**src/common/cct_defs.vh**
```
/*
  Register offsets, field positions, reset values and codes for the
  capture/compare timer.
  Assumes byte addresses on a 6-bit register port, one word per register.
*/
`ifndef CCT_DEFS_VH
`define CCT_DEFS_VH

`define CCT_AW          6
`define CCT_OFS_CTRL    6'h00
`define CCT_OFS_PSC     6'h04
`define CCT_OFS_ARR     6'h08
`define CCT_OFS_CNT     6'h0c
`define CCT_OFS_STS     6'h10
`define CCT_OFS_MSK     6'h14
`define CCT_OFS_CHCFG   6'h18
`define CCT_OFS_DT      6'h1c
`define CCT_OFS_CCR0    6'h20
`define CCT_OFS_CCR3    6'h2c

// Control register fields
`define CCT_CTRL_EN     0
`define CCT_CTRL_DOWN   1
`define CCT_CTRL_CTR    2
`define CCT_CTRL_DMAEN  3
`define CCT_CTRL_IN_LO  4
`define CCT_CTRL_IN_HI  5
`define CCT_CTRL_SL_LO  6
`define CCT_CTRL_SL_HI  7
`define CCT_CTRL_W      8
`define CCT_CTRL_RST    8'h00

// Input decode modes
`define CCT_IN_NONE     2'h0
`define CCT_IN_ENC      2'h1
`define CCT_IN_HALL     2'h2

// Link slave modes
`define CCT_SL_NONE     2'h0
`define CCT_SL_RESET    2'h1
`define CCT_SL_START    2'h2
`define CCT_SL_GATE     2'h3

// Channel modes, 4 bits per channel: {polarity, mode}
`define CCT_CH_OFF      3'h0
`define CCT_CH_CAP      3'h1
`define CCT_CH_TOG      3'h2
`define CCT_CH_PWM      3'h3
`define CCT_CH_ONE      3'h4
`define CCT_CHCFG_W     20
`define CCT_CHCFG_CMP   16

// Status and mask bits: update, four channel events, link trigger
`define CCT_STS_W       6
`define CCT_STS_UPD     0
`define CCT_STS_CC0     1
`define CCT_STS_TRG     5

`define CCT_PSC_W       16
`define CCT_PSC_RST     16'h0000
`define CCT_DT_W        8
`define CCT_DT_RST      8'h00

`endif

```
**src/hdl/cct_timer.v**
```verilog
/*
  One timer instance: prescaler, counter, four capture/compare channels,
  complementary dead-time outputs, encoder and Hall decoding, link in/out,
  DMA request, sticky status with mask and one interrupt line.
  Assumes a single-master register port, channel pins from outside the
  clock domain, and a debug halt level on the same clock.
*/
// Contract
// The counter is 16 or 32 bits wide, fixed per instance by a parameter.
// The counter counts up or down and reloads on its own at each period end.
// A 16-bit prescaler drives the counter and four channels are provided.
// Each channel is capture, compare, PWM or single pulse as software picks.
// PWM may be edge aligned or centre aligned.
// The advanced variant drives complementary pairs with dead time between edges.
// The advanced PWM duty spans from fully off to fully on.
// The advanced variant also works as a full general-purpose timer.
// Timers link so one can reset, start or gate another.
// In debug halt the counter stops and the PWM outputs are off; Hall edges and link resets still clear the counter during halt.
// Each timer has its own DMA request output.
// The timer decodes quadrature encoder signals into counting.
// The timer decodes one to four Hall sensor outputs.
// The basic variant is a 16-bit up counter with prescaler, no channels, halted in debug.
// A general-purpose timer can run as a basic timer with its channels unused.
// Overflow and underflow raise an update event used for interrupt and DMA.
// Centre-aligned counting turns round at the reload value and at zero.
`include "cct_defs.vh"

module cct_timer #(
  parameter CNT_W   = 16,
  parameter HAS_CH  = 1,
  parameter HAS_CMP = 0
) (
  input  wire                 i_sys_clk,
  input  wire                 i_srst,
  input  wire [`CCT_AW-1:0]   i_addr,
  input  wire [31:0]          i_wdata,
  input  wire                 i_wr,
  input  wire                 i_rd,
  output reg  [31:0]          o_rdata,
  input  wire                 i_dbg_halt,
  input  wire                 i_link_trig,
  output reg                  o_link_trig,
  output reg                  o_dma_req,
  output wire                 o_irq,
  input  wire [3:0]           i_ch,
  output wire [3:0]           o_ch,
  output wire [3:0]           o_ch_oe_n,
  output wire [3:0]           o_ch_n
);
  localparam [CNT_W-1:0] ZERO = {CNT_W{1'b0}};
  localparam [CNT_W-1:0] ONE  = {{(CNT_W-1){1'b0}}, 1'b1};

  function is_out;
    input [2:0] m;
    begin
      is_out = (m == `CCT_CH_TOG) || (m == `CCT_CH_PWM) || (m == `CCT_CH_ONE);
    end
  endfunction

  function is_pwm;
    input [2:0] m;
    begin
      is_pwm = (m == `CCT_CH_PWM) || (m == `CCT_CH_ONE);
    end
  endfunction

  reg [`CCT_CTRL_W-1:0]  ctrl_q;
  reg [`CCT_PSC_W-1:0]   psc_q;
  reg [`CCT_PSC_W-1:0]   pcnt_q;
  reg [CNT_W-1:0]        arr_q;
  reg [CNT_W-1:0]        cnt_q;
  reg [CNT_W-1:0]        cnt_d;
  reg                    cdown_q;
  reg                    cdown_d;
  reg [`CCT_STS_W-1:0]   sts_q;
  reg [`CCT_STS_W-1:0]   msk_q;
  reg [`CCT_CHCFG_W-1:0] chcfg_q;
  reg [`CCT_DT_W-1:0]    dt_q;
  reg [CNT_W-1:0]        ccr_q [0:3];
  reg [3:0]              s1_q;
  reg [3:0]              s2_q;
  reg [3:0]              s3_q;
  reg [3:0]              stab_q;
  reg [3:0]              prev_q;
  reg [3:0]              ref_q;
  reg                    trig_prev_q;
  reg                    upd;
  reg [3:0]              cap_ev;
  reg [3:0]              hit_ev;
  reg                    one_sel;
  integer                i;

  wire [1:0] in_mode = ctrl_q[`CCT_CTRL_IN_HI:`CCT_CTRL_IN_LO];
  wire [1:0] sl_mode = ctrl_q[`CCT_CTRL_SL_HI:`CCT_CTRL_SL_LO];
  wire       run     = ctrl_q[`CCT_CTRL_EN];
  wire       centre  = ctrl_q[`CCT_CTRL_CTR] && (HAS_CH != 0);
  wire       down    = ctrl_q[`CCT_CTRL_DOWN] && (HAS_CH != 0);
  wire       trig_re = i_link_trig && !trig_prev_q;
  wire       gate_ok = (sl_mode != `CCT_SL_GATE) || i_link_trig;
  wire       wr_cnt  = i_wr && (i_addr == `CCT_OFS_CNT);
  wire       wr_sts  = i_wr && (i_addr == `CCT_OFS_STS);

  // Debug halt freezes the prescaler and counter steps; Hall edges and link resets still clear the counter
  wire live     = run && !i_dbg_halt && gate_ok;
  wire psc_tick = live && (pcnt_q == psc_q);

  // Quadrature: any change of either line is one count, direction from phase
  wire enc_on  = (HAS_CH != 0) && (in_mode == `CCT_IN_ENC);
  wire enc_evt = enc_on && ((stab_q[0] ^ prev_q[0]) || (stab_q[1] ^ prev_q[1]));
  wire enc_up  = stab_q[0] ^ prev_q[1];

  // Hall: parity of up to four sensor lines flips at each sensor edge
  wire hall_evt = (HAS_CH != 0) && (in_mode == `CCT_IN_HALL) && run &&
                  ((^stab_q) != (^prev_q));

  wire step = enc_on ? (live && enc_evt) : psc_tick;
  wire sl_rst = (sl_mode == `CCT_SL_RESET) && trig_re;

  always @* begin
    cnt_d   = cnt_q;
    cdown_d = cdown_q;
    upd     = 1'b0;
    if (wr_cnt) begin
      cnt_d = i_wdata[CNT_W-1:0];
    end else if (hall_evt || sl_rst) begin
      cnt_d = ZERO;
    end else if (step) begin
      if (centre && !enc_on) begin
        if (!cdown_q) begin
          if (cnt_q >= arr_q) begin
            cnt_d   = arr_q - ONE;
            cdown_d = 1'b1;
            upd     = 1'b1;
          end else begin
            cnt_d = cnt_q + ONE;
          end
        end else begin
          if (cnt_q == ZERO) begin
            cnt_d   = ONE;
            cdown_d = 1'b0;
            upd     = 1'b1;
          end else begin
            cnt_d = cnt_q - ONE;
          end
        end
      end else if (enc_on ? !enc_up : down) begin
        if (cnt_q == ZERO) begin
          cnt_d = arr_q;
          upd   = 1'b1;
        end else begin
          cnt_d = cnt_q - ONE;
        end
      end else begin
        if (cnt_q >= arr_q) begin
          cnt_d = ZERO;
          upd   = 1'b1;
        end else begin
          cnt_d = cnt_q + ONE;
        end
      end
    end
  end

  // Channel events and single-pulse mode select
  always @* begin
    one_sel = 1'b0;
    for (i = 0; i < 4; i = i + 1) begin
      cap_ev[i] = (HAS_CH != 0) && (chcfg_q[4*i +: 3] == `CCT_CH_CAP) &&
                  (stab_q[i] != prev_q[i]) && (stab_q[i] != chcfg_q[4*i+3]);
      hit_ev[i] = (HAS_CH != 0) && is_out(chcfg_q[4*i +: 3]) && step &&
                  (cnt_d == ccr_q[i]);
      if (chcfg_q[4*i +: 3] == `CCT_CH_ONE)
        one_sel = 1'b1;
    end
  end

  wire [`CCT_STS_W-1:0] sts_set = {sl_mode != `CCT_SL_NONE && trig_re,
                                   hit_ev | cap_ev |
                                   {3'h0, hall_evt}, upd};

  always @(posedge i_sys_clk) begin
    if (i_srst) begin
      ctrl_q      <= `CCT_CTRL_RST;
      psc_q       <= `CCT_PSC_RST;
      pcnt_q      <= `CCT_PSC_RST;
      arr_q       <= {CNT_W{1'b1}};
      cnt_q       <= ZERO;
      cdown_q     <= 1'b0;
      sts_q       <= {`CCT_STS_W{1'b0}};
      msk_q       <= {`CCT_STS_W{1'b0}};
      chcfg_q     <= {`CCT_CHCFG_W{1'b0}};
      dt_q        <= `CCT_DT_RST;
      trig_prev_q <= 1'b0;
      o_link_trig <= 1'b0;
      o_dma_req   <= 1'b0;
      o_rdata     <= 32'h0000_0000;
      for (i = 0; i < 4; i = i + 1) begin
        ccr_q[i] <= ZERO;
      end
    end else begin
      trig_prev_q <= i_link_trig;
      cnt_q       <= cnt_d;
      cdown_q     <= centre ? cdown_d : 1'b0;
      o_link_trig <= upd;
      o_dma_req   <= upd && ctrl_q[`CCT_CTRL_DMAEN];
      // A fresh event wins over a clear in the same cycle
      sts_q <= (sts_q & ~(wr_sts ? i_wdata[`CCT_STS_W-1:0] : {`CCT_STS_W{1'b0}}))
               | sts_set;

      if (wr_cnt || sl_rst || !run)
        pcnt_q <= `CCT_PSC_RST;
      else if (psc_tick)
        pcnt_q <= `CCT_PSC_RST;
      else if (live)
        pcnt_q <= pcnt_q + 1'b1;

      if (i_wr && i_addr == `CCT_OFS_CTRL)
        ctrl_q <= i_wdata[`CCT_CTRL_W-1:0];
      else if (sl_mode == `CCT_SL_START && trig_re)
        ctrl_q[`CCT_CTRL_EN] <= 1'b1;
      else if (upd && one_sel)
        ctrl_q[`CCT_CTRL_EN] <= 1'b0;

      if (i_wr && i_addr == `CCT_OFS_PSC)
        psc_q <= i_wdata[`CCT_PSC_W-1:0];
      if (i_wr && i_addr == `CCT_OFS_ARR)
        arr_q <= i_wdata[CNT_W-1:0];
      if (i_wr && i_addr == `CCT_OFS_MSK)
        msk_q <= i_wdata[`CCT_STS_W-1:0];
      if (i_wr && i_addr == `CCT_OFS_CHCFG && HAS_CH != 0)
        chcfg_q <= i_wdata[`CCT_CHCFG_W-1:0];
      if (i_wr && i_addr == `CCT_OFS_DT && HAS_CMP != 0)
        dt_q <= i_wdata[`CCT_DT_W-1:0];

      for (i = 0; i < 4; i = i + 1) begin
        if (cap_ev[i])
          ccr_q[i] <= cnt_q;
        else if (i == 0 && hall_evt)
          ccr_q[i] <= cnt_q;
        else if (i_wr && HAS_CH != 0 && i_addr == `CCT_OFS_CCR0 + 4 * i)
          ccr_q[i] <= i_wdata[CNT_W-1:0];
      end

      o_rdata <= 32'h0000_0000;
      if (i_rd) begin
        case (i_addr)
          `CCT_OFS_CTRL:  o_rdata[`CCT_CTRL_W-1:0]  <= ctrl_q;
          `CCT_OFS_PSC:   o_rdata[`CCT_PSC_W-1:0]   <= psc_q;
          `CCT_OFS_ARR:   o_rdata[CNT_W-1:0]        <= arr_q;
          `CCT_OFS_CNT:   o_rdata[CNT_W-1:0]        <= cnt_q;
          `CCT_OFS_STS:   o_rdata[`CCT_STS_W-1:0]   <= sts_q;
          `CCT_OFS_MSK:   o_rdata[`CCT_STS_W-1:0]   <= msk_q;
          `CCT_OFS_CHCFG: o_rdata[`CCT_CHCFG_W-1:0] <= chcfg_q;
          `CCT_OFS_DT:    o_rdata[`CCT_DT_W-1:0]    <= dt_q;
          `CCT_OFS_CCR0:  o_rdata[CNT_W-1:0]        <= ccr_q[0];
          6'h24:          o_rdata[CNT_W-1:0]        <= ccr_q[1];
          6'h28:          o_rdata[CNT_W-1:0]        <= ccr_q[2];
          `CCT_OFS_CCR3:  o_rdata[CNT_W-1:0]        <= ccr_q[3];
          default:        o_rdata <= 32'h0000_0000;
        endcase
      end
    end
  end

  assign o_irq = |(sts_q & msk_q);

  // Pin inputs: three flops, a change is taken once the last two agree
  always @(posedge i_sys_clk) begin
    if (i_srst) begin
      s1_q   <= 4'h0;
      s2_q   <= 4'h0;
      s3_q   <= 4'h0;
      stab_q <= 4'h0;
      prev_q <= 4'h0;
    end else begin
      s1_q   <= i_ch;
      s2_q   <= s1_q;
      s3_q   <= s2_q;
      stab_q <= (s2_q & s3_q) | (stab_q & (s2_q ^ s3_q));
      prev_q <= stab_q;
    end
  end

  // Reference levels: PWM below compare value is active, so a compare
  // value of zero is always off and one above the reload always on
  always @(posedge i_sys_clk) begin
    if (i_srst) begin
      ref_q <= 4'h0;
    end else begin
      for (i = 0; i < 4; i = i + 1) begin
        if (is_pwm(chcfg_q[4*i +: 3]))
          ref_q[i] <= (cnt_d < ccr_q[i]) ^ chcfg_q[4*i+3];
        else if (chcfg_q[4*i +: 3] == `CCT_CH_TOG)
          ref_q[i] <= ref_q[i] ^ hit_ev[i];
        else
          ref_q[i] <= 1'b0;
      end
    end
  end

  genvar g;
  generate
    for (g = 0; g < 4; g = g + 1) begin : g_ch
      cct_deadtime #(
        .DT_W (`CCT_DT_W)
      ) u_dt (
        .i_sys_clk (i_sys_clk),
        .i_srst    (i_srst),
        .i_ref     (ref_q[g]),
        .i_cmp_en  ((HAS_CMP != 0) && chcfg_q[`CCT_CHCFG_CMP + g]),
        .i_kill    (i_dbg_halt || !is_out(chcfg_q[4*g +: 3])),
        .i_dt      (dt_q),
        .o_p       (o_ch[g]),
        .o_n       (o_ch_n[g])
      );
      assign o_ch_oe_n[g] = !is_out(chcfg_q[4*g +: 3]) || (HAS_CH == 0);
    end
  endgenerate
  // CNT_W sets the counter width per instance
endmodule // cct_timer

```
**src/hdl/cct_deadtime.v**
```verilog
/*
  Complementary output pair with dead-time insertion for one channel.
  Assumes i_ref is a registered reference level on the same clock.
*/
module cct_deadtime #(
  parameter DT_W = 8
) (
  input  wire            i_sys_clk,
  input  wire            i_srst,
  input  wire            i_ref,
  input  wire            i_cmp_en,
  input  wire            i_kill,
  input  wire [DT_W-1:0] i_dt,
  output reg             o_p,
  output reg             o_n
);
  reg            last_q;
  reg [DT_W-1:0] wait_q;

  always @(posedge i_sys_clk) begin
    if (i_srst) begin
      last_q <= 1'b0;
      wait_q <= {DT_W{1'b0}};
      o_p    <= 1'b0;
      o_n    <= 1'b0;
    end else if (i_kill) begin
      last_q <= 1'b0;
      wait_q <= {DT_W{1'b0}};
      o_p    <= 1'b0;
      o_n    <= 1'b0;
    end else if (!i_cmp_en) begin
      last_q <= i_ref;
      wait_q <= {DT_W{1'b0}};
      o_p    <= i_ref;
      o_n    <= 1'b0;
    end else if (i_ref != last_q) begin
      // Both sides off for i_dt cycles while the power stage turns over;
      // a zero dead time switches straight across so full duty stays reachable
      last_q <= i_ref;
      if (i_dt == {DT_W{1'b0}}) begin
        wait_q <= {DT_W{1'b0}};
        o_p    <= i_ref;
        o_n    <= ~i_ref;
      end else begin
        wait_q <= i_dt - 1'b1;
        o_p    <= 1'b0;
        o_n    <= 1'b0;
      end
    end else if (wait_q != {DT_W{1'b0}}) begin
      wait_q <= wait_q - 1'b1;
    end else begin
      o_p <= last_q;
      o_n <= ~last_q;
    end
  end
endmodule // cct_deadtime

```
**config.mk**
```make
export PLATFORM = sky130hd
export DESIGN_NAME = cct_timer
export DESIGN_NICKNAME = d
export VERILOG_FILES = /design/src/hdl/cct_timer.v /design/src/hdl/cct_deadtime.v
export VERILOG_INCLUDE_DIRS = /design/src /design/src/common
export SDC_FILE = /design/constraint.sdc
export NUM_CORES = 1
export LEC_CHECK = 0
export BUFFER_PORTS_ARGS = -buffer_cell sky130_fd_sc_hd__buf_2
export CORE_UTILIZATION = 66
export CTS_BUF_LIST = sky130_fd_sc_hd__clkbuf_16
export DETAILED_ROUTE_END_ITERATION = 8
export GPL_TIMING_DRIVEN = 0
export PLACE_DENSITY = 0.86
export REMOVE_ABC_BUFFERS = 1
export SYNTH_ARGS = -nofsm -noshare
export SYNTH_HDL_FRONTEND = slang
export SYNTH_SLANG_ARGS = --single-unit
```
**constraint.sdc**
```tcl
create_clock -name i_sys_clk -period 13.8 [get_ports i_sys_clk]
set_input_delay 0.69 -clock i_sys_clk [delete_from_list [all_inputs] [get_ports i_sys_clk]]
set_output_delay 0.69 -clock i_sys_clk [all_outputs]
set_load 0.02 [all_outputs]
```
==> impl_metrics.env <==
export IMPL_grt_usage=0.4024
export IMPL_htreeDepth=1
export IMPL_hold_class="input port to flip-flop"
export IMPL_die_x_um=145.9
export IMPL_clkLatencyLatePin_ns=0.53
export IMPL_status="finished, final reports clean"
export IMPL_synth_area_top_cells="dfxtp_1 23%, edfxtp_1 14%, ha_1 8.1%, a22o_1 5.2%, a21oi_1 4.4%"
export IMPL_cp_required_ns=14.19
export IMPL_power_density_nw_per_um2=96.11
export IMPL_cp_end_kind="flip-flop"
export IMPL_cts_tree="built"
export IMPL_p_clk_frac=0.449
export IMPL_clkSinkCount=220
export IMPL_synth_top_area_frac=0.2286
export IMPL_combPwrFrac=0.066
export IMPL_synthFlopType="dfxtp_1"
export IMPL_yosysMostFrequentCell="dfxtp_1"
export IMPL_seq_area_um2=5045
export IMPL_drt_iter0_markers=2345
export IMPL_cp_max_fo=28
export IMPL_synthCells=1566
export IMPL_start_util=0.6751
export IMPL_routed_wl_mm=43.37
export IMPL_crit_type="input port to flip-flop"
export IMPL_cts_resized=0
export IMPL_cts_root_buf="clkbuf_16"
export IMPL_grt_pass1_vias=11933
export IMPL_final_cell_count_no_fill=1843
export IMPL_yosys_cell_types_count=71
export IMPL_dieArea_um2=21280
export IMPL_synth_area_leader_cell="dfxtp_1"
export IMPL_final_setup_tns_ns=0
export IMPL_synth_area_um2=13660
export IMPL_post_cts_buffers=0
export IMPL_wl_met3_mm=5.582
export IMPL_multi_input_area_um2=7818
export IMPL_top_layer="met5"
export IMPL_p_switching_uw=349.0
export IMPL_avgViaCountPerCell=6.912
export IMPL_nNetsFinal=1690
export IMPL_area_growth_pct=8.235
export IMPL_dp_hpwl_mm=31.34
export IMPL_grt_pass1_wl_mm=66.43
export IMPL_drc=0
export IMPL_io_buffers=66
export IMPL_cts_max_path_buffers=3
export IMPL_period_needed_ns=5.721
export IMPL_clock_skew_ns=0.01412
export IMPL_setup_violations_final=0
export IMPL_p_int_mw=1.072
export IMPL_tightestPinTransition_ns=1.414
export IMPL_rsz0062_at_grt="no"
export IMPL_max_vdd_ir_drop_mv=0.1009
export IMPL_cts_hold_buf=0
export IMPL_p_seq_frac=0.485
export IMPL_grt_antenna_before_repair=1
export IMPL_dr_pass1_iters=7
export IMPL_synth_area_per_cell_um2=8.722
export IMPL_layout_drive_gt1_share=0.1031
export IMPL_place_inst=1798
export IMPL_grt_ovfl_total=0
export IMPL_clk_pin_slew_ns=0.07
export IMPL_io_pins=95
export IMPL_synth_edf_count=64
export IMPL_cp_arrival_ns=6.11
export IMPL_die_h_um=145.9
export IMPL_wl_per_cell_um=23.53
export IMPL_async_reset_ff_frac=0
export IMPL_met2_length_mm=19.18
export IMPL_drtAntennaViolNets=0
export IMPL_p_leak_nw=6.220
export IMPL_total_power_mw=1.421
export IMPL_slew_headroom=0.05380
export IMPL_fmax_mhz=174.8
export IMPL_core_rowCount=52
export IMPL_synthTopCellsByCount="156 x dfxtp_1, 148 x nand2_1, 120 x a21oi_1, 101 x nor2_1, 98 x clkbuf_1"
export IMPL_swShare=0.2456
export IMPL_slew_violations=0
export IMPL_place_congestion=1.006
export IMPL_core_area_um2=20230
export IMPL_ys_ff_latch=220
export IMPL_num_vias=12739
export IMPL_hold_viol_final=0
export IMPL_yosysWarnings=0
export IMPL_wl_met1_mm=16.26
export IMPL_cap_violations=0
export IMPL_worstSetupStartpointType="input port"
export IMPL_fillers=1530
export IMPL_yosysSeqAreaShare=0.3693
export IMPL_min_period_over_period=0.4146
export IMPL_cts_inserted_buffers=24
export IMPL_grt_max_degree=69
placed cells by master, fill, tap and decap left out, types with 16 or more instances in the layout:
| cell type | count |
|---|---|
| clkbuf_16 | 25 |
| a31o_2 | 20 |
| a21o_1 | 16 |
| nor2b_1 | 44 |
| dfxtp_1 | 156 |
| conb_1 | 16 |
| nand4_1 | 28 |
| buf_2 | 65 |
| nor3_1 | 22 |
| ha_1 | 88 |
| a21oi_1 | 120 |
| nand2_1 | 148 |
| nand3_1 | 26 |
| edfxtp_1 | 64 |
| inv_1 | 93 |
| and3_1 | 35 |
| xnor2_1 | 40 |
| a22o_1 | 81 |
| xor2_1 | 44 |
| nor2_1 | 100 |
| o21ai_0 | 42 |
| a31oi_1 | 18 |
| a22oi_1 | 28 |
| a211o_1 | 19 |
| mux2i_1 | 32 |
state kept, by name (all words and copies together) (netlist names), 4 cells and up:
signal	count
ccr_q	64
chcfg_q	20
o_rdata	20
arr_q	16
cnt_q	16
pcnt_q	16
psc_q	16
ctrl_q	8
msk_q	6
sts_q	6
g_ch.u_dt.o_p	4
prev_q	4
ref_q	4
s1_q	4
s2_q	4
s3_q	4
stab_q	4
final cells by class:
class,count,area share
Clock inverter,19,0.01024
Tap cell,270,0.02285
Sequential cell,220,0.3412
Clock buffer,25,0.04232
Multi-Input combinational cell,1140,0.5288
Antenna cell,1,0.0001693
Inverter,91,0.02310
Timing Repair Buffer,77,0.03131
critical path, stage by stage:
cell and delay [ns]:
buf_2 0.55, and2_0 0.52, and3_1 0.80, nor2_1 0.24, o31ai_1 0.24, nor2_1 0.45
a222oi_1 1.06, ha_1 0.29, nor2b_1 0.05, o21a_1 0.16, o21ai_0 0.16, a21oi_1 0.10
o311ai_0 0.28, nand3_1 0.22, mux2i_1 0.19, a21oi_1 0.07
path summary, 6_finish.rpt:
| path | from | endpoint | slack (ns) | cells after the start |
|---|---|---|---|---|
| worst max-delay path | i_addr[3] | ref_q[1] | 8.08 | 16 |
| worst min-delay path | i_ch[2] | s1_q[2] | 0.37 | 2 |
| worst max register to register | cnt_q[7] | ref_q[1] | 8.39 | 17 |
| worst min register to register | s1_q[3] | s2_q[3] | 0.44 | 1 |
power by group through the flow:
stage                     clock network (mW)  logic (mW)  registers [mW]
after floorplan                            0      0.0467           0.697
after global placement                     0      0.0860           0.701
after detailed placement                   0      0.0892           0.702
after CTS                              0.635      0.0901           0.688
after global routing                   0.660       0.100           0.689
final                                  0.638      0.0940           0.688
metrics by stage:
step	hold slack [ns]	area, µm²	util	worst slack (ns)
CTS	0.3676	14770	0.7298	8.260
detailed placement	0.4265	13990	0.6914	7.758
global route	0.3814	14780	0.7305	7.875
global placement	0.4193	13810	0.6825	4.803
finish	0.3689	14780	0.7306	8.079
floorplan	0.4138	13140	-	7.198
per-layer routing:
metal / global-route usage / vias to the layer above
met5: 0 / -
met4: 0.1895 / 2
met3: 0.09624 / 209
met2: 0.6309 / 946
met1: 0.5241 / 5929
li1: - / 5653
kinds of logic after synthesis:
| logic type | after synthesis | synth area share |
|---|---|---|
| AOI/OAI and AO/OA | 432 | 0.2230 |
| muxes | 38 | 0.02840 |
| adders and majority gates | 88 | 0.08061 |
| buffers and inverters | 221 | 0.06696 |
| other | 1 | 0.0002745 |
| and+or+nand+nor | 482 | 0.1776 |
| DFF | 220 | 0.3693 |
| xor gates and xnor gates | 84 | 0.05386 |
(Power assumes the default switching activity.)
